`src/verilog/osp_pkg.sv`:
```
// Shared constants, address map and state codes for the on-chip slave port pair.
package osp_pkg;

    // Bus widths: the slave address, data word, byte lanes and host address.
    localparam int OSP_AW        = 8;
    localparam int OSP_DW        = 32;
    localparam int OSP_BYTE_W    = 8;
    localparam int OSP_LANES     = OSP_DW / OSP_BYTE_W;
    localparam int OSP_SYS_AW    = 16;

    // Word store of the slave: depth and index width.
    localparam int OSP_MEM_DEPTH = 16;
    localparam int OSP_MEM_IW    = 4;

    // Slave address of the streaming word port.
    localparam logic [OSP_AW-1:0] OSP_STREAM_ADDR = 8'h10;

    // Upper host address bits that select this slave.
    localparam logic [OSP_SYS_AW-OSP_AW-1:0] OSP_SLAVE_BASE_HI = 8'h00;

    // Levels of the low-active strobes and masks.
    localparam logic OSP_ON_LOW  = 1'b0;
    localparam logic OSP_OFF_LOW = 1'b1;

    // Return-valid strobe level of a fixed-latency slave.
    localparam logic OSP_RDV_IDLE = 1'b0;

    // Reset values.
    localparam logic [OSP_DW-1:0]     OSP_WORD_RST  = 32'h0000_0000;
    localparam logic [OSP_SYS_AW-1:0] OSP_ADDR_RST  = 16'h0000;
    localparam logic [OSP_LANES-1:0]  OSP_LANES_OFF = 4'hF;

    // Host sequencer states, one-hot.
    typedef enum logic [1:0] {
        OSP_IDLE = 2'h1,
        OSP_XFER = 2'h2
    } osp_state_t;

endpackage

```
`src/verilog/osp_bus_if.sv`:
```
// Slave port signal set joining the bus end and the peripheral end.
`timescale 1ns/10ps
interface osp_bus_if
    import osp_pkg::*;
();
    logic                 cs;
    logic [OSP_AW-1:0]    addr;
    logic                 begin_xfer;
    logic [OSP_LANES-1:0] lane_mask_low;
    logic                 read_n;
    logic                 write_n;
    logic [OSP_DW-1:0]    wdata;
    logic [OSP_DW-1:0]    rdata;
    logic                 rdata_valid;
    logic                 stall;
    logic                 sink_ready;
    logic                 source_avail;
    logic                 pkt_last;
    logic                 irq;
    logic                 reset_ask;

    // Bus module end.
    modport host (
        output cs, addr, begin_xfer, lane_mask_low, read_n, write_n, wdata,
        input  rdata, rdata_valid, stall, sink_ready, source_avail, pkt_last,
        input  irq, reset_ask
    );

    // Peripheral end.
    modport dev (
        input  cs, addr, begin_xfer, lane_mask_low, read_n, write_n, wdata,
        output rdata, rdata_valid, stall, sink_ready, source_avail, pkt_last,
        output irq, reset_ask
    );
endinterface

```
`src/verilog/osp_dev.sv`:
```
// Peripheral end: word store with zero-wait reads plus buffered stream ports.
`timescale 1ns/10ps

// Two-entry buffer; the drain side can stall and the fill side sees full.
module osp_fifo2 #(
    parameter int W = 32
) (
    input  wire logic         i_clock,
    input  wire logic         i_reset_n,
    input  wire logic         i_in_valid,
    output logic              o_in_ready,
    input  wire logic [W-1:0] i_in_data,
    output logic              o_out_valid,
    input  wire logic         i_out_ready,
    output logic [W-1:0]      o_out_data
);
    logic [1:0]   count_ff;
    logic [W-1:0] d0_ff;
    logic [W-1:0] d1_ff;
    logic         in_ready_ff;
    logic         out_valid_ff;

    // Handshake qualifiers and fill state; empty and full come from the flag flops.
    wire push  = i_in_valid && in_ready_ff;
    wire pop   = out_valid_ff && i_out_ready;
    wire empty = !out_valid_ff;
    wire one   = (count_ff == 2'h1);
    wire full  = !in_ready_ff;

    // Head refills from the second slot, or from the input when that is empty.
    wire [W-1:0] nxt_d0 = (pop || empty) ? (full ? d1_ff : i_in_data) : d0_ff;
    wire [W-1:0] nxt_d1 = (push && one && !pop) ? i_in_data : d1_ff;
    wire [1:0]   nxt_count = count_ff + {1'b0, push} - {1'b0, pop};

    // Ready and valid leave the buffer straight from flops, with no gate path
    // to the user; they are worked out one cycle ahead from the next fill level.
    assign o_in_ready  = in_ready_ff;
    assign o_out_valid = out_valid_ff;
    assign o_out_data  = d0_ff;

    // Storage, fill level and the two handshake flags.
    always_ff @(posedge i_clock or negedge i_reset_n) begin
        if (!i_reset_n) begin
            count_ff     <= 2'h0;
            d0_ff        <= '0;
            d1_ff        <= '0;
            in_ready_ff  <= 1'b1;
            out_valid_ff <= 1'b0;
        end else begin
            count_ff     <= nxt_count;
            d0_ff        <= nxt_d0;
            d1_ff        <= nxt_d1;
            in_ready_ff  <= (nxt_count != 2'h2);
            out_valid_ff <= (nxt_count != 2'h0);
        end
    end
endmodule

module osp_dev
    import osp_pkg::*;
#(
    parameter int MEM_DEPTH = OSP_MEM_DEPTH
) (
    input  wire logic              i_clock,
    input  wire logic              i_reset_n,
    osp_bus_if.dev                 bus,
    output logic                   o_rx_valid,
    input  wire logic              i_rx_ready,
    output logic [OSP_DW-1:0]      o_rx_data,
    input  wire logic              i_tx_valid,
    output logic                   o_tx_ready,
    input  wire logic [OSP_DW-1:0] i_tx_data,
    input  wire logic              i_tx_last,
    input  wire logic              i_reset_ask
);
    // Word store, status flops and the links to the two stream buffers.
    logic [OSP_DW-1:0] mem_ff [MEM_DEPTH];
    logic              irq_ff;
    logic              reset_ask_ff;
    logic [OSP_DW-1:0] wr_word;
    logic              rx_in_ready;
    logic              tx_valid;
    logic [OSP_DW:0]   tx_head;

    // Address decode; nothing acts without slave select.
    // Writes outside the store and the stream port are dropped, while reads there
    // alias the store, because only the low index bits pick the word.
    wire [OSP_MEM_IW-1:0] mem_idx = bus.addr[OSP_MEM_IW-1:0];
    wire stream_hit = (bus.addr == OSP_STREAM_ADDR);
    wire mem_hit    = (bus.addr[OSP_AW-1:OSP_MEM_IW] == '0);
    wire rd_on      = bus.cs && (bus.read_n == OSP_ON_LOW);
    wire wr_on      = bus.cs && (bus.write_n == OSP_ON_LOW);

    // Each selected cycle is one transfer; strobe edges are never looked for,
    // since select and strobe may stay asserted into the next transfer.
    wire mem_we     = wr_on && mem_hit;
    wire rx_push    = wr_on && stream_hit;
    wire tx_pop     = rd_on && stream_hit;

    // A stream write that finds the buffer full is stalled, not dropped.
    assign bus.stall = rx_push && !rx_in_ready;

    // Zero-wait read: the word follows the address with no clock, so
    // the store must stay flops; a registered output would need a wait state.
    // The read thus completes on the very next edge, with no wait state.
    assign bus.rdata = stream_hit ? tx_head[OSP_DW-1:0] : mem_ff[mem_idx];

    // This slave has fixed zero latency, so the return strobe stays idle.
    assign bus.rdata_valid  = OSP_RDV_IDLE;
    assign bus.sink_ready   = rx_in_ready;
    assign bus.source_avail = tx_valid;
    assign bus.pkt_last     = tx_valid && tx_head[OSP_DW];
    assign bus.irq          = irq_ff;
    assign bus.reset_ask    = reset_ask_ff;

    // Merge enabled byte lanes into the stored word.
    // Lanes left off keep their stored byte; reads ignore the mask entirely.
    always_comb begin
        wr_word = mem_ff[mem_idx];
        for (int i = 0; i < OSP_LANES; i++) begin
            if (bus.lane_mask_low[i] == OSP_ON_LOW) begin
                wr_word[i*OSP_BYTE_W +: OSP_BYTE_W] = bus.wdata[i*OSP_BYTE_W +: OSP_BYTE_W];
            end
        end
    end

    // Word store, written on the edge that ends a selected write.
    always_ff @(posedge i_clock or negedge i_reset_n) begin
        if (!i_reset_n) begin
            for (int i = 0; i < MEM_DEPTH; i++) begin
                mem_ff[i] <= OSP_WORD_RST;
            end
        end else if (mem_we) begin
            mem_ff[mem_idx] <= wr_word;
        end
    end

    // Service request while outbound stream words wait to be read.
    // Registering it keeps the line free of glitches at the cost of one cycle.
    always_ff @(posedge i_clock or negedge i_reset_n) begin
        if (!i_reset_n) begin
            irq_ff <= 1'b0;
        end else begin
            irq_ff <= tx_valid;
        end
    end

    // The user's system reset request, registered once.
    // The level passes through unchanged; stretching it is left to the user.
    always_ff @(posedge i_clock or negedge i_reset_n) begin
        if (!i_reset_n) begin
            reset_ask_ff <= 1'b0;
        end else begin
            reset_ask_ff <= i_reset_ask;
        end
    end

    // Inbound stream: bus writes fill, the user drains and may stall.
    // Two entries let a word arrive in the cycle the user drains one, so a
    // user that keeps pace never causes a stall on the bus.
    osp_fifo2 #(
        .W (OSP_DW)
    ) u_rx_buf (
        .i_clock     (i_clock),
        .i_reset_n   (i_reset_n),
        .i_in_valid  (rx_push),
        .o_in_ready  (rx_in_ready),
        .i_in_data   (bus.wdata),
        .o_out_valid (o_rx_valid),
        .i_out_ready (i_rx_ready),
        .o_out_data  (o_rx_data)
    );

    // Outbound stream: the user fills, bus reads drain one word per cycle.
    // Reading it while empty returns the user's data input from the cycle before and pops nothing.
    // Every selected read of the port drains a word when one waits, so stray reads lose data.
    osp_fifo2 #(
        .W (OSP_DW + 1)
    ) u_tx_buf (
        .i_clock     (i_clock),
        .i_reset_n   (i_reset_n),
        .i_in_valid  (i_tx_valid),
        .o_in_ready  (o_tx_ready),
        .i_in_data   ({i_tx_last, i_tx_data}),
        .o_out_valid (tx_valid),
        .i_out_ready (tx_pop),
        .o_out_data  (tx_head)
    );
endmodule

```
`src/flat_wrapper.sv`:
```
// flat-port wrapper written by rule: the top's interface ports become plain ports
module osp_dev_flat import osp_pkg::*;
#(
    parameter int MEM_DEPTH = OSP_MEM_DEPTH
)
  (i_clock, i_reset_n, o_rx_valid, i_rx_ready, o_rx_data, i_tx_valid, o_tx_ready, i_tx_data, i_tx_last, i_reset_ask, bus_cs, bus_addr, bus_begin_xfer, bus_lane_mask_low, bus_read_n, bus_write_n, bus_wdata, bus_rdata, bus_rdata_valid, bus_stall, bus_sink_ready, bus_source_avail, bus_pkt_last, bus_irq, bus_reset_ask);
  osp_bus_if bus_i ();
  input  wire logic i_clock;
  input  wire logic i_reset_n;
  output logic o_rx_valid;
  input  wire logic i_rx_ready;
  output logic [OSP_DW-1:0] o_rx_data;
  input  wire logic i_tx_valid;
  output logic o_tx_ready;
  input  wire logic [OSP_DW-1:0] i_tx_data;
  input  wire logic i_tx_last;
  input  wire logic i_reset_ask;
  input wire logic [$bits(bus_i.cs)-1:0] bus_cs;
  input wire logic [$bits(bus_i.addr)-1:0] bus_addr;
  input wire logic [$bits(bus_i.begin_xfer)-1:0] bus_begin_xfer;
  input wire logic [$bits(bus_i.lane_mask_low)-1:0] bus_lane_mask_low;
  input wire logic [$bits(bus_i.read_n)-1:0] bus_read_n;
  input wire logic [$bits(bus_i.write_n)-1:0] bus_write_n;
  input wire logic [$bits(bus_i.wdata)-1:0] bus_wdata;
  output wire logic [$bits(bus_i.rdata)-1:0] bus_rdata;
  output wire logic [$bits(bus_i.rdata_valid)-1:0] bus_rdata_valid;
  output wire logic [$bits(bus_i.stall)-1:0] bus_stall;
  output wire logic [$bits(bus_i.sink_ready)-1:0] bus_sink_ready;
  output wire logic [$bits(bus_i.source_avail)-1:0] bus_source_avail;
  output wire logic [$bits(bus_i.pkt_last)-1:0] bus_pkt_last;
  output wire logic [$bits(bus_i.irq)-1:0] bus_irq;
  output wire logic [$bits(bus_i.reset_ask)-1:0] bus_reset_ask;
  assign bus_i.cs = bus_cs;
  assign bus_i.addr = bus_addr;
  assign bus_i.begin_xfer = bus_begin_xfer;
  assign bus_i.lane_mask_low = bus_lane_mask_low;
  assign bus_i.read_n = bus_read_n;
  assign bus_i.write_n = bus_write_n;
  assign bus_i.wdata = bus_wdata;
  assign bus_rdata = bus_i.rdata;
  assign bus_rdata_valid = bus_i.rdata_valid;
  assign bus_stall = bus_i.stall;
  assign bus_sink_ready = bus_i.sink_ready;
  assign bus_source_avail = bus_i.source_avail;
  assign bus_pkt_last = bus_i.pkt_last;
  assign bus_irq = bus_i.irq;
  assign bus_reset_ask = bus_i.reset_ask;
  osp_dev #(.MEM_DEPTH(MEM_DEPTH)) u_core (.i_clock(i_clock), .i_reset_n(i_reset_n), .bus(bus_i), .o_rx_valid(o_rx_valid), .i_rx_ready(i_rx_ready), .o_rx_data(o_rx_data), .i_tx_valid(i_tx_valid), .o_tx_ready(o_tx_ready), .i_tx_data(i_tx_data), .i_tx_last(i_tx_last), .i_reset_ask(i_reset_ask));
endmodule
```
`config.mk`:
```
export PLATFORM = sky130hd
export DESIGN_NAME = osp_dev_flat
export DESIGN_NICKNAME = d
export VERILOG_FILES = /design/src/verilog/osp_pkg.sv /design/src/verilog/osp_bus_if.sv /design/src/verilog/osp_dev.sv /design/src/flat_wrapper.sv
export SDC_FILE = /design/constraint.sdc
export NUM_CORES = 1
export LEC_CHECK = 0
export BUFFER_PORTS_ARGS = -buffer_cell sky130_fd_sc_hd__buf_2
export CORE_UTILIZATION = 46
export CTS_CLUSTER_DIAMETER = 50
export DETAILED_ROUTE_END_ITERATION = 16
export SYNTH_ARGS = -nofsm -noshare
export SYNTH_HDL_FRONTEND = slang
export SYNTH_SLANG_ARGS = --single-unit
```
`constraint.sdc`:
```
create_clock -name i_clock -period 2.45 [get_ports i_clock]
set_input_delay 0 -clock i_clock [delete_from_list [all_inputs] [get_ports i_clock]]
set_output_delay 0 -clock i_clock [all_outputs]
set_load 0.01 [all_outputs]
```
== Word level (Yosys, flattened, before mapping) ==
Index checks and enable logic that the tools add are counted.
Word-level totals
  register bits: 652
  input port bits: 86
  output and inout bits: 73
Cells by class
  add/sub/neg operators: 4
  order comparisons: 2
  equality and inequality tests: 5
  mux-type cells: 13
  bitwise operators: 3
  reductions and logical operators: 26
Operator list (count)
  $bwmux 512: 1
  $mux 32: 5
  $bmux 32 s4: 1
  $demux 32 s4: 1
  $mux 33: 1
  $mux 8: 4
  $logic_and 1x1->1: 16
  $eq 8x5->1 const B: 1
  $ge 5x5->1 const B: 1
  $logic_not 1->1: 5
  $lt 5x1->1 const B: 1
  $not 4->5: 1
  $add 2x1->2: 2
  $eq 2x1->1 const B: 2
  $logic_not 4->1: 1
  $ne 2x2->1 const B: 2
  $reduce_bool 2->1: 2
  $sub 2x1->2: 2
  $logic_or 1x1->1: 2
  $not 1->1: 2

== Longest topological paths before layout ==
Gate-level depths: netlist (run 1).
  depth after elaboration: 7
  mapped depth: 11
  depth with buffers taken out: 9

== Modules after synthesis ==
Synthesis (run 1) repeated with hierarchy kept, for this count alone.
Unflattened totals
  cells, all modules: 2834
  area total of the unflattened synthesis: 30031.3 um2
Modules (own cells, without submodules)
  osp_dev: times used 1, cells each 2384, area each 24245.8 um2, sequential area each 12862.3 um2
  osp_fifo2 (u_core.u_tx_buf): times used 1, cells each 228, area each 2931.6 um2, sequential area each 1752.9 um2
  osp_fifo2 (u_core.u_rx_buf): times used 1, cells each 222, area each 2854.0 um2, sequential area each 1702.9 um2

== Least setup slack after synthesis (run 1) ==
Ideal clock, no wire load.
  kind: reg2reg
  start point: register u_core.u_rx_buf.in_ready_ff, in the netlist u_core.u_rx_buf.o_in_ready
  end point: register u_core.u_rx_buf.in_ready_ff, in the netlist u_core.u_rx_buf.o_in_ready
  library setup time: 0.084 ns
  data arrival time: 2.209 ns
  required time: 2.366 ns
  setup slack: 0.157 ns
  stages on the path, launching flop included: 10
  buffers on the path: 1
  period minus slack after synthesis: 2.293 ns
  cell sequence: dfstp_2 clkbuf_1 nand3b_1 or2_2 ha_1 inv_1 ha_1 xor2_1 xnor2_1 or2_2
On the way
  cells in the longest elaborated chain, start to end: 4
RTL lines
  from (decl): RTL line osp_dev.sv:20  | logic in_ready_ff;
  from (signal assigned): RTL line osp_dev.sv:53  | in_ready_ff <= (nxt_count != 2'h2);
  $logic_and 1x1->1: RTL line osp_dev.sv:24  | wire push = i_in_valid && in_ready_ff;
  $add 2x1->2: RTL line osp_dev.sv:33  | wire [1:0] nxt_count = count_ff + {1'b0, push} - {1'b0, pop};
  $sub 2x1->2: RTL line osp_dev.sv:33
  $ne 2x2->1: RTL line osp_dev.sv:53
No other way between the ends.
A chain may end at the register's enable or synchronous reset.

== Worst setup path in the final report (run 1) ==
  start point: register u_core.mem_ff[185] (netlist name)
  end point: output port bus_rdata[25]
On the way
  cells in the longest elaborated chain, start to end: 4
RTL lines
  from (decl): RTL line osp_dev.sv:77  | logic [OSP_DW-1:0] mem_ff [MEM_DEPTH];
  from (signal, indexed assignment): RTL line osp_dev.sv:134  | mem_ff[mem_idx] <= wr_word;
  $bmux 32 s4: RTL line osp_dev.sv:106  | assign bus.rdata = stream_hit ? tx_head[OSP_DW-1:0] : mem_ff[mem_idx];
  $mux 32 (not written as such) (2 in series): RTL line osp_dev.sv:106
  $mux 32: RTL line osp_dev.sv:106
  to (decl): RTL line flat_wrapper.sv:25  | output wire logic [$bits(bus_i.rdata)-1:0] bus_rdata;
No other way between the ends. The select of a mux whose other input is x is not followed.

==> run summary, run 1 <==
sequential fraction of the synthesis area: 0.547
count of cell types in the netlist: 46
Max IR drop VDD: 0.575 mV
max cap viols: 0
post-synthesis sequential element count: 652
Least-Margin Pin Slew: 1.10 ns
crit-path cells: mux2i_1 > a22oi_1 > nand2_1 > o211ai_1 > o21a_1 > buf_2
vias in the first global route: 22.5k
Final Setup Violations: 0
Place WS: 0.212 ns
min Tclk post-route: 2.16 ns
CP max stage cell: o211ai_1
crit path DAT: 2.16 ns
Initial Util: 0.465
RePlAce Congestion: 0.812
DR WL/cell: 22.0 microns
DR vias/cell: 5.78
Primary FF master, synth: dfrtp_1
pin count of the biggest net entering global routing: 88
outcome: complete, no violations
endpoints failing hold: 0
full die area: 65900 sq um
Area after DPL: 32100 sq um
# port buffers: 156
Mapped Area: 29800 sq um
num rows: 93
ant diodes: 0
Root Driver: clkbuf_16
EDFF count, synth: 0
io pins: 159
Net Count, Synth: 2868
Yosys top cell by area: dfrtp_1
Pre-antenna DRT Iters: 5
H-tree depth: 3
synth warn: 0
Min-Delay Path Class: in -> reg
Setup WS post-layout: 0.291 ns
maximum clock frequency: 463 MHz
# DRC: 0
Detail Route Antenna Nets: 0
Post CTS Setup Buffer Count: 0
Area Overhead vs Synth: 18.1%
Num CTS Buffers: 74
Worst setup EP type: output pin
leakage: 16.8 nW
Max Buffers Root-to-Sink: 3
design area: 35200 sq um
Slew HR: 0.262
Die Ht: 257 microns
fraction of layout cells with a size suffix above 1: 0.203
Placeable Area: 64200 sq um
clock skew: 0.0157 ns
Util after Layout: 0.549
GRT Total Usage: 0.260
top post-synthesis cells by area: dfrtp_1, mux2i_1, mux2_2
startpoint types: flip-flop
final period utilization: 0.881
PD cells: 792 nW/um^2
async set-reset flop share out of synthesis: 1.00
CTS tree: built
initial drt markers: 1817
RSZ-0062 raised after global routing: no
CP Class: reg -> out
CP max stage delay: 0.43 ns
post-detail-place hpwl: 52.9 mm
clock-pin slew on the worst setup and hold paths: 0.06 ns
Worst-Skew Late Latency: 0.61 ns
first-pass GRT wire length: 132 mm
Syn Area/Cell: 10.7 sq um
Pwr Total: 27.9 mW
CP Max Fanout: 2
top-area cell type share of the netlist area: 0.545
initial antenna violation count: 0
die width: 257 microns
via count: 22.5k
fin. max-slew vios: 0
post-synthesis cell count: 2778
global route overflow: 0
Setup TNS Final: 0 ns
critical path data required time: 2.45 ns
clock sinks: 652
Layout Nets: 3068
post-detailed-routing wire length: 85.4 mm
Filler cells: 5503
[worst paths after layout]
path,from,end,slack [ns],cells after the start
setup / recovery,u_core.mem_ff[185],bus_rdata[25],0.29,6
hold / removal,i_reset_ask,u_core.bus.reset_ask,0.05,2
setup reg to reg,u_core.u_rx_buf.o_in_ready,u_core.u_rx_buf.o_in_ready,0.34,8
hold reg to reg,u_core.u_tx_buf.o_out_data[12],u_core.u_tx_buf.o_out_data[12],0.48,2
max in group asynchronous,i_reset_n,u_core.u_tx_buf.o_in_ready,1.80,3
min in group asynchronous,i_reset_n,u_core.u_rx_buf.d1_ff[11],0.16,3
[critical path: cells and delay by family (launching register included)]
| kind | cells | cell delay [ns] |
|---|---|---|
| flops | 1 | 0.35 |
| mux | 1 | 0.08 |
| buf+inv | 1 | 0.12 |
| simple gates | 1 | 0.09 |
| compound gates | 3 | 0.90 |
[synthesized netlist by cell type (4+ instances only)]
library cell	n
mux2_2	155
buf_6	7
a31oi_2	26
o21a_1	31
dfrtp_1	650
nor2_1	171
a22oi_1	121
nand2b_1	4
o21ai_0	322
nand2_1	395
buf_2	95
a41oi_1	5
inv_1	8
a32oi_1	27
a21oi_1	16
o211ai_1	31
mux2i_1	321
nor2b_1	12
buf_1	18
a31oi_1	124
nand3_1	71
buf_4	16
nand4_1	8
and2_1	9
clkbuf_1	98
ha_1	4
[state kept, by name, summed over array words and instances, names as in the netlist]
register                     cells
u_core.bus.irq                   1
u_core.u_tx_buf.o_out_data      33
u_core.bus.reset_ask             1
u_core.u_rx_buf.o_in_ready       1
u_core.u_rx_buf.o_out_data      32
u_core.u_rx_buf.d1_ff           32
u_core.u_tx_buf.count_ff         2
u_core.u_tx_buf.d1_ff           33
u_core.u_tx_buf.o_in_ready       1
u_core.u_tx_buf.o_out_valid      1
u_core.u_rx_buf.count_ff         2
u_core.mem_ff                  512
u_core.u_rx_buf.o_out_valid      1
[routing by layer]
metal | wire length, microns | up-vias | global-route usage | part of all wire
met1 | 37700 | 11301 | 0.358 | 0.44
met2 | 40500 | 668 | 0.422 | 0.47
met5 | 0 | - | 0 | 0
met3 | 4340 | 170 | 0.0361 | 0.051
met4 | 2760 | 0 | 0.0893 | 0.032
li1 | - | 10315 | - | -
[final cells by class]
class / count / area, sq um / share of cell area
clock inverters: 27 / 282 / 0.00799
multi-input cells: 1882 / 12500 / 0.353
repair buffers: 359 / 2910 / 0.0825
well taps: 855 / 1070 / 0.0304
inverters: 9 / 33.8 / 0.000959
flip-flops and latches: 652 / 16300 / 0.463
clock buffers: 103 / 2170 / 0.0617
[stage by stage]
| step | std cells | hold slack, ns |
|---|---|---|
| finish | 3887 | 0.0473 |
| global route | 3887 | 0.0634 |
| CTS | 3887 | 0.0268 |
| detailed placement | 3686 | 0.000350 |
| global placement | 3686 | -0.00604 |
| floorplan | 2778 | -0.296 |
[repair_timing]
item / 4_1_cts / 5_1_grt
resized for setup: 0 / 0
hold buffers: 71 / 0
endpoints found under the hold margin: 1032 / 0
[layout by cell type (no fill, tap or decap), types with 9 or more instances in the layout]
cell type      instances
nor2_1               171
a31oi_1              124
clkbuf_8              15
o211ai_1              31
a21oi_1               16
mux2_2               155
nand2_1              395
mux2i_1              321
nor2b_1                9
o21ai_0              322
a31oi_2               26
a32oi_1               27
buf_12                31
a22oi_1              121
clkbuf_16             77
o21a_1                31
nand3_1               65
dfrtp_1              650
clkinv_2              13
buf_2                154
dlygate4sd3_1         70
clkbuf_1              11
buf_4                101
[logic make-up after synthesis]
group / count (synthesis) / share of synthesized area
AO/OA/AOI/OAI: 704 / 0.149
XOR/XNOR: 4 / 0.00117
adder cells (fa/ha/maj): 4 / 0.00168
buffers and inverters: 244 / 0.0385
flip-flops: 652 / 0.547
multiplexers: 477 / 0.167
other: 1 / 0.000126
AND/OR/NAND/NOR: 692 / 0.0957
[power breakdown]
group / leakage [nW] / switching (mW) / internal (mW)
combinational: 6.67 / 2.50 / 1.82
clock: 1.22 / 4.50 / 6.65
sequential: 8.86 / 0.590 / 11.8
total: 16.8 / 7.59 / 20.3
(Power assumes the default switching activity.)
==> run 2: changes to the inputs <==
CTS_CLUSTER_SIZE = 28   (was not set)
RECOVER_POWER = 25   (was not set)
==> run 2 against run 1 <==
  * The run now ends with max-capacitance violations, max-slew violations left
  * Clock skew is 0.0097 ns higher
  * Cell count is 0.33% lower
  * Total power decreased by 4.8%
  * Die area unchanged
  * Sequential power about the same
  * Sequential share of layout area increased by 0.49 points
  * Global-route usage is 0.22 points lower
  * Utilization decreased by 0.58 points
  * Clock-buffer cell count is 35 lower
  * First-iteration DRC count up 11%
  * Largest cell class unchanged
==> run summary, run 2 (same netlist as run 1, synthesis figures left out) <==
commonest non-fill, non-tap cell in the layout: dfrtp_1
clock-pin slew on the worst setup and hold paths: 0.07 ns
Largest register FFs: 512
num rows: 93
post-detail-place hpwl: 52.9 mm
CP max stage cell: o211ai_1
hold endpoint: u_core.u_rx_buf.count_ff[1]
Initial Util: 0.465
maximum clock frequency: 456 MHz
startpoint types: flip-flop
io pins: 159
GRT Total Usage: 0.258
vias in the first global route: 22.2k
Worst-Skew Late Latency: 0.64 ns
commonest cells after routing, fill and taps aside: dfrtp_1, nand2_1, o21ai_0
Setup TNS Final: 0 ns
worst-case reg-to-reg path depth: 8
Switching Share: 0.291
Reg2Reg Capture Point: u_core.u_rx_buf.o_in_ready
post-CTS sizing: 0
CP Max Fanout: 2
combinational power share: 0.163
fin. max-slew vios: 8
Area Overhead vs Synth: 16.9%
clock skew: 0.0254 ns
initial drt markers: 2008
hold wc startpoint: bus_write_n
PD cells: 761 nW/um^2
Die Ht: 257 microns
Placeable Area: 64200 sq um
P_int: 18.8 mW
min Tclk post-route: 2.19 ns
critical path launch point: u_core.mem_ff[185]
DR vias/cell: 5.79
crit path DAT: 2.19 ns
initial antenna violation count: 0
Sequential Power Share: 0.467
final period utilization: 0.895
Post CTS Setup Buffer Count: 0
full die area: 65900 sq um
Top reg by flops: u_core.mem_ff
Slew HR: -0.466
Num CTS Buffers: 61
Root Driver: clkbuf_16
CP Class: reg -> out
Hold Crit Depth: 6
Least-Margin Pin Slew: 2.20 ns
via count: 22.4k
Final Setup Violations: 0
RSZ-0062 raised after global routing: no
# DRC: 0
critical path data required time: 2.45 ns
fraction of layout cells with a size suffix above 1: 0.201
Util after Layout: 0.543
ant diodes: 0
switching pwr: 7.73 mW
Max Buffers Root-to-Sink: 3
Min-Delay Path Class: in -> reg
Worst setup EP type: output pin
Hold Buf Count CTS: 73
Max IR drop VDD: 0.726 mV
RePlAce Congestion: 0.812
global route overflow: 0
Clk pwr share: 0.370
outcome: complete, but fails checks
# port buffers: 156
worst r2r src: u_core.u_rx_buf.o_in_ready
DR WL/cell: 21.9 microns
Pwr Total: 26.6 mW
Pre-antenna DRT Iters: 5
Detail Route Antenna Nets: 0
clock sinks: 652
pin count of the biggest net entering global routing: 88
r2r setup slk: 0.35 ns
Layout Nets: 3057
CP max stage delay: 0.44 ns
H-tree depth: 2
post-detailed-routing wire length: 84.8 mm
CTS tree: built
die width: 257 microns
max cap viols: 1
first-pass GRT wire length: 132 mm
leakage: 16.5 nW
crit-path cells: mux2i_1 > a22oi_1 > nand2_1 > o211ai_1 > o21a_1 > buf_2
violated checks: max-capacitance violations, max-slew violations
endpoints failing hold: 0
## run 2: cell types whose count changed in the layout (fill, tap and decap cells not counted), sizes merged
| cell | change |
|---|---|
| clkbuf | -29 |
| clkinv | +4 |
| bufinv | -2 |
| clkinvlp | +4 |
| buf | -6 |
| dlygate4sd3 | +2 |
| inv | +14 |
## run 2: layout make-up
class                   count  area [sq um]
clock buffers              68          1610
clock inverters            47           488
fillers                  5569         29400
inverters                   9          33.8
multi-input cells        1882         12500
flip-flops and latches    652         16300
well taps                 855          1070
repair buffers            361          2890
## run 2: critical path: cells and delay by family (launching register included)
| kind | cells | cell delay, ns |
|---|---|---|
| AOI/OAI and AO/OA | 3 | 0.91 |
| buffers and inverters | 1 | 0.12 |
| DFF | 1 | 0.36 |
| muxes | 1 | 0.08 |
| and+or+nand+nor | 1 | 0.09 |
## run 2: how the worst max path moves through the flow
stage,end,slack (ns),depth (start not counted)
after global routing,u_core.mem_ff[380],0.12,3
after floorplan,u_core.u_rx_buf.o_in_ready,0.16,9
final,bus_rdata[25],0.26,6
after global placement,u_core.u_tx_buf.o_in_ready,0.23,12
after detailed placement,u_core.u_tx_buf.o_in_ready,0.21,12
after CTS,bus_rdata[25],0.24,6
## run 2: routing by layer
layer | global-route usage | part of all wire | up-vias
li1 | - | - | 10297
met1 | 0.359 | 0.44 | 11349
met2 | 0.420 | 0.47 | 644
met3 | 0.0304 | 0.053 | 157
met4 | 0.0865 | 0.032 | 0
met5 | 0 | 0 | -
## run 2: power groups by stage
stage / logic, mW / clock network [mW] / registers, mW
after detailed placement: 4.24 / 0 / 12.6
after CTS: 4.35 / 10.1 / 12.4
after global routing: 4.75 / 10.5 / 12.5
final: 4.32 / 9.82 / 12.4
after global placement: 4.11 / 0 / 12.5
after floorplan: 2.60 / 0 / 12.6
## run 2: through the flow
step | cells | area, sq um | hold WS, ns | worst slack (ns)
final | 3874 | 34900 | 0.0656 | 0.256
after global placement | 3686 | 32100 | -0.00604 | 0.232
after global routing | 3874 | 34900 | 0.0739 | 0.123
after CTS | 3874 | 34900 | 0.0263 | 0.243
after floorplan | 2778 | 29800 | -0.296 | 0.157
after detailed placement | 3686 | 32100 | 0.000350 | 0.212
==> run 3: changes to the inputs <==
ABC_AREA = 1   (was not set)
BUFFER_PORTS_ARGS = not set   (was -buffer_cell sky130_fd_sc_hd__buf_2)
DONT_BUFFER_PORTS = 1   (was not set)
==> run 3 against run 2 <==
  * The flow finishes with violations (negative hold slack, max-slew violations)
  * Clock power up 19%
  * Global-route usage rose by 5.9 points
  * Critical endpoint is now u_core.mem_ff[399]
  * Final area up 7.0%
  * Clock skew shrank 0.0096 ns
==> run summary, run 3 <==
outcome: complete, but fails checks
violated checks: negative hold slack, max-slew violations
global route overflow: 0
Layout Nets: 4565
Max IR drop VDD: 0.855 mV
Mapped Area: 33200 sq um
fin. max-slew vios: 536
top post-synthesis cells by area: dfrtp_1, nand2_1, nand3_1
design area: 37300 sq um
clock sinks: 652
area of the multi-input gates: 14900 sq um
# DRC: 0
Detail Route Antenna Nets: 0
Hold Buf Count CTS: 118
clock skew: 0.0158 ns
Switching Share: 0.289
Hold WS: -0.913 ns
initial antenna violation count: 10
post-detail-place hpwl: 62.0 mm
Die Ht: 271 microns
Top reg by flops: u_core.mem_ff
Initial Util: 0.465
post-synthesis cell count: 4522
initial drt markers: 3568
Least-Margin Pin Slew: 3.21 ns
CP max stage cell: dlygate4sd3_1
max cap viols: 0
num rows: 98
Root Driver: clkbuf_16
top-count cell post-synth: nand2_1
crit path DAT: 2.91 ns
synth cell count leaders: nand2_1, dfrtp_1, nand3_1, clkbuf_1, buf_2
EDFF count, synth: 0
RSZ-0062 raised after global routing: no
fraction of layout cells with a size suffix above 1: 0.0873
Yosys top cell by area: dfrtp_1
count of cell types in the netlist: 38
Final Setup Violations: 0
post-detailed-routing wire length: 116 mm
commonest cells after routing, fill and taps aside: nand2_1, dfrtp_1, nand3_1
Setup WS post-layout: 0.0986 ns
final period utilization: 0.960
Syn Area/Cell: 7.34 sq um
io pins: 159
Slew HR: -1.14
critical path data required time: 3.01 ns
DR WL/cell: 21.1 microns
async set-reset flop share out of synthesis: 1.00
startpoint types: primary input
Worst-Skew Late Latency: 0.62 ns
top-area cell type share of the netlist area: 0.490
Sequential Power Share: 0.453
die width: 271 microns
Num CTS Buffers: 72
CP Max Fanout: 32
Place WS: 0.259 ns
min Tclk post-route: 2.35 ns
PD cells: 748 nW/um^2
clock-pin slew on the worst setup and hold paths: 0.07 ns
CP Class: in -> reg
Largest register FFs: 512
GRT Total Usage: 0.317
# port buffers: 0
commonest non-fill, non-tap cell in the layout: nand2_1
Net Count, Synth: 4612
P_int: 19.8 mW
crit-path cells: dlygate4sd3_1 > inv_1 > nand2_1 > inv_2 > nand4_4 > clkinv_2 > nand3_4 > nor2_4 > buf_4 > nand3_1 > dlygate4sd3_1 > nand2_1
sequential fraction of the synthesis area: 0.492
Primary FF master, synth: dfrtp_1
vias in the first global route: 28.9k
switching pwr: 8.07 mW
Filler cells: 7006
Setup TNS Final: 0 ns
via count: 30.1k
Worst setup EP type: flip-flop
Area after DPL: 33600 sq um
Placeable Area: 71400 sq um
endpoints failing hold: 650
CTS tree: built
Min-Delay Path Class: in -> async
Max Buffers Root-to-Sink: 3
Util after Layout: 0.523
Area Overhead vs Synth: 12.5%
DR vias/cell: 5.48
maximum clock frequency: 425 MHz
first-pass GRT wire length: 178 mm
RePlAce Congestion: 0.822
full die area: 73200 sq um
combinational power share: 0.128
FF+latch area: 16300 sq um
Clk pwr share: 0.419
H-tree depth: 3
post-synthesis sequential element count: 652
Pre-antenna DRT Iters: 5
leakage: 20.7 nW
CP max stage delay: 0.59 ns
pin count of the biggest net entering global routing: 653
synth warn: 0
## run 3: cell count changes after synthesis, sizes merged, moves of 63 or more
cell   previous run  this run
a31oi           150         0
inv               8        71
nand3            71       551
buf             136       208
o21ai           322        32
mux2            156         1
nand2           395      2545
mux2i           321        32
a22oi           121         0
## run 3: timing repair
item | in CTS | in global routing
endpoints found under the hold margin | 1303 | 652
setup endpoints to repair | 0 | 2
setup buffers | 0 | 0
gates resized for setup | 0 | 1
## run 3: final timing paths
kind                                                 start                              to  slack (ns)  cells past startpoint
worst max-delay path                           bus_write_n              u_core.mem_ff[399]         0.1                     12
worst min-delay path                             i_reset_n              u_core.mem_ff[135]       -0.91                      0
worst max register to register  u_core.u_tx_buf.o_in_ready       u_core.u_tx_buf.d1_ff[19]        0.26                      6
worst min register to register   u_core.u_tx_buf.d1_ff[17]       u_core.u_tx_buf.d1_ff[17]        0.47                      2
max in group asynchronous                        i_reset_n               u_core.mem_ff[67]        0.84                      0
min in group i_clock                            i_rx_ready  u_core.u_rx_buf.o_out_data[30]        0.05                      3
## run 3: cell families (layout without fill, tap and decap cells)
family | count (synthesis) | in the layout | synth area share
multiplexers | 33 | 33 | 0.00999
flip-flops | 652 | 652 | 0.492
other | 1 | 4 | 0.000113
AO/OA/AOI/OAI | 160 | 160 | 0.0309
buffers and inverters | 412 | 424 | 0.0609
XOR/XNOR | 4 | 4 | 0.00106
adder cells (fa/ha/maj) | 4 | 4 | 0.00151
AND/OR/NAND/NOR | 3256 | 3256 | 0.404
## run 3: layout make-up
type / instances / share of cell area
flip-flops and latches: 652 / 0.437
inverters: 72 / 0.00755
clock buffers: 82 / 0.0521
diodes: 3 / 0.000201
repair buffers: 219 / 0.0563
multi-input cells: 3458 / 0.399
well taps: 950 / 0.0319
clock inverters: 51 / 0.0157
## run 3: critical path, delay by kind of cell
kind	cells	cell delay [ns]
buffers and inverters	6	2.08
AND/OR/NAND/NOR	6	0.81
## run 3: metrics by stage
step	power [mW]	cells
after floorplan	15.4	4522
after global placement	15.9	5233
after detailed placement	16.0	5233
after CTS	27.9	5484
after global routing	28.9	5487
final	27.9	5487
## run 3: power groups by stage
stage	combinational [mW]	clock, mW	sequential [mW]
2_1_floorplan	2.73	0	12.6
3_3_place_gp	3.14	0	12.8
3_5_place_dp	3.19	0	12.8
4_1_cts	3.52	11.8	12.6
5_1_grt	3.94	12.2	12.8
6_report	3.59	11.7	12.6
## run 3: routing by layer
| layer | share of wire | routed length (microns) | GRT usage |
|---|---|---|---|
| met3 | 0.091 | 10500 | 0.0646 |
| met4 | 0.035 | 4100 | 0.118 |
| met2 | 0.45 | 52300 | 0.501 |
| met5 | 0.00049 | 57 | 0 |
| met1 | 0.42 | 48900 | 0.428 |
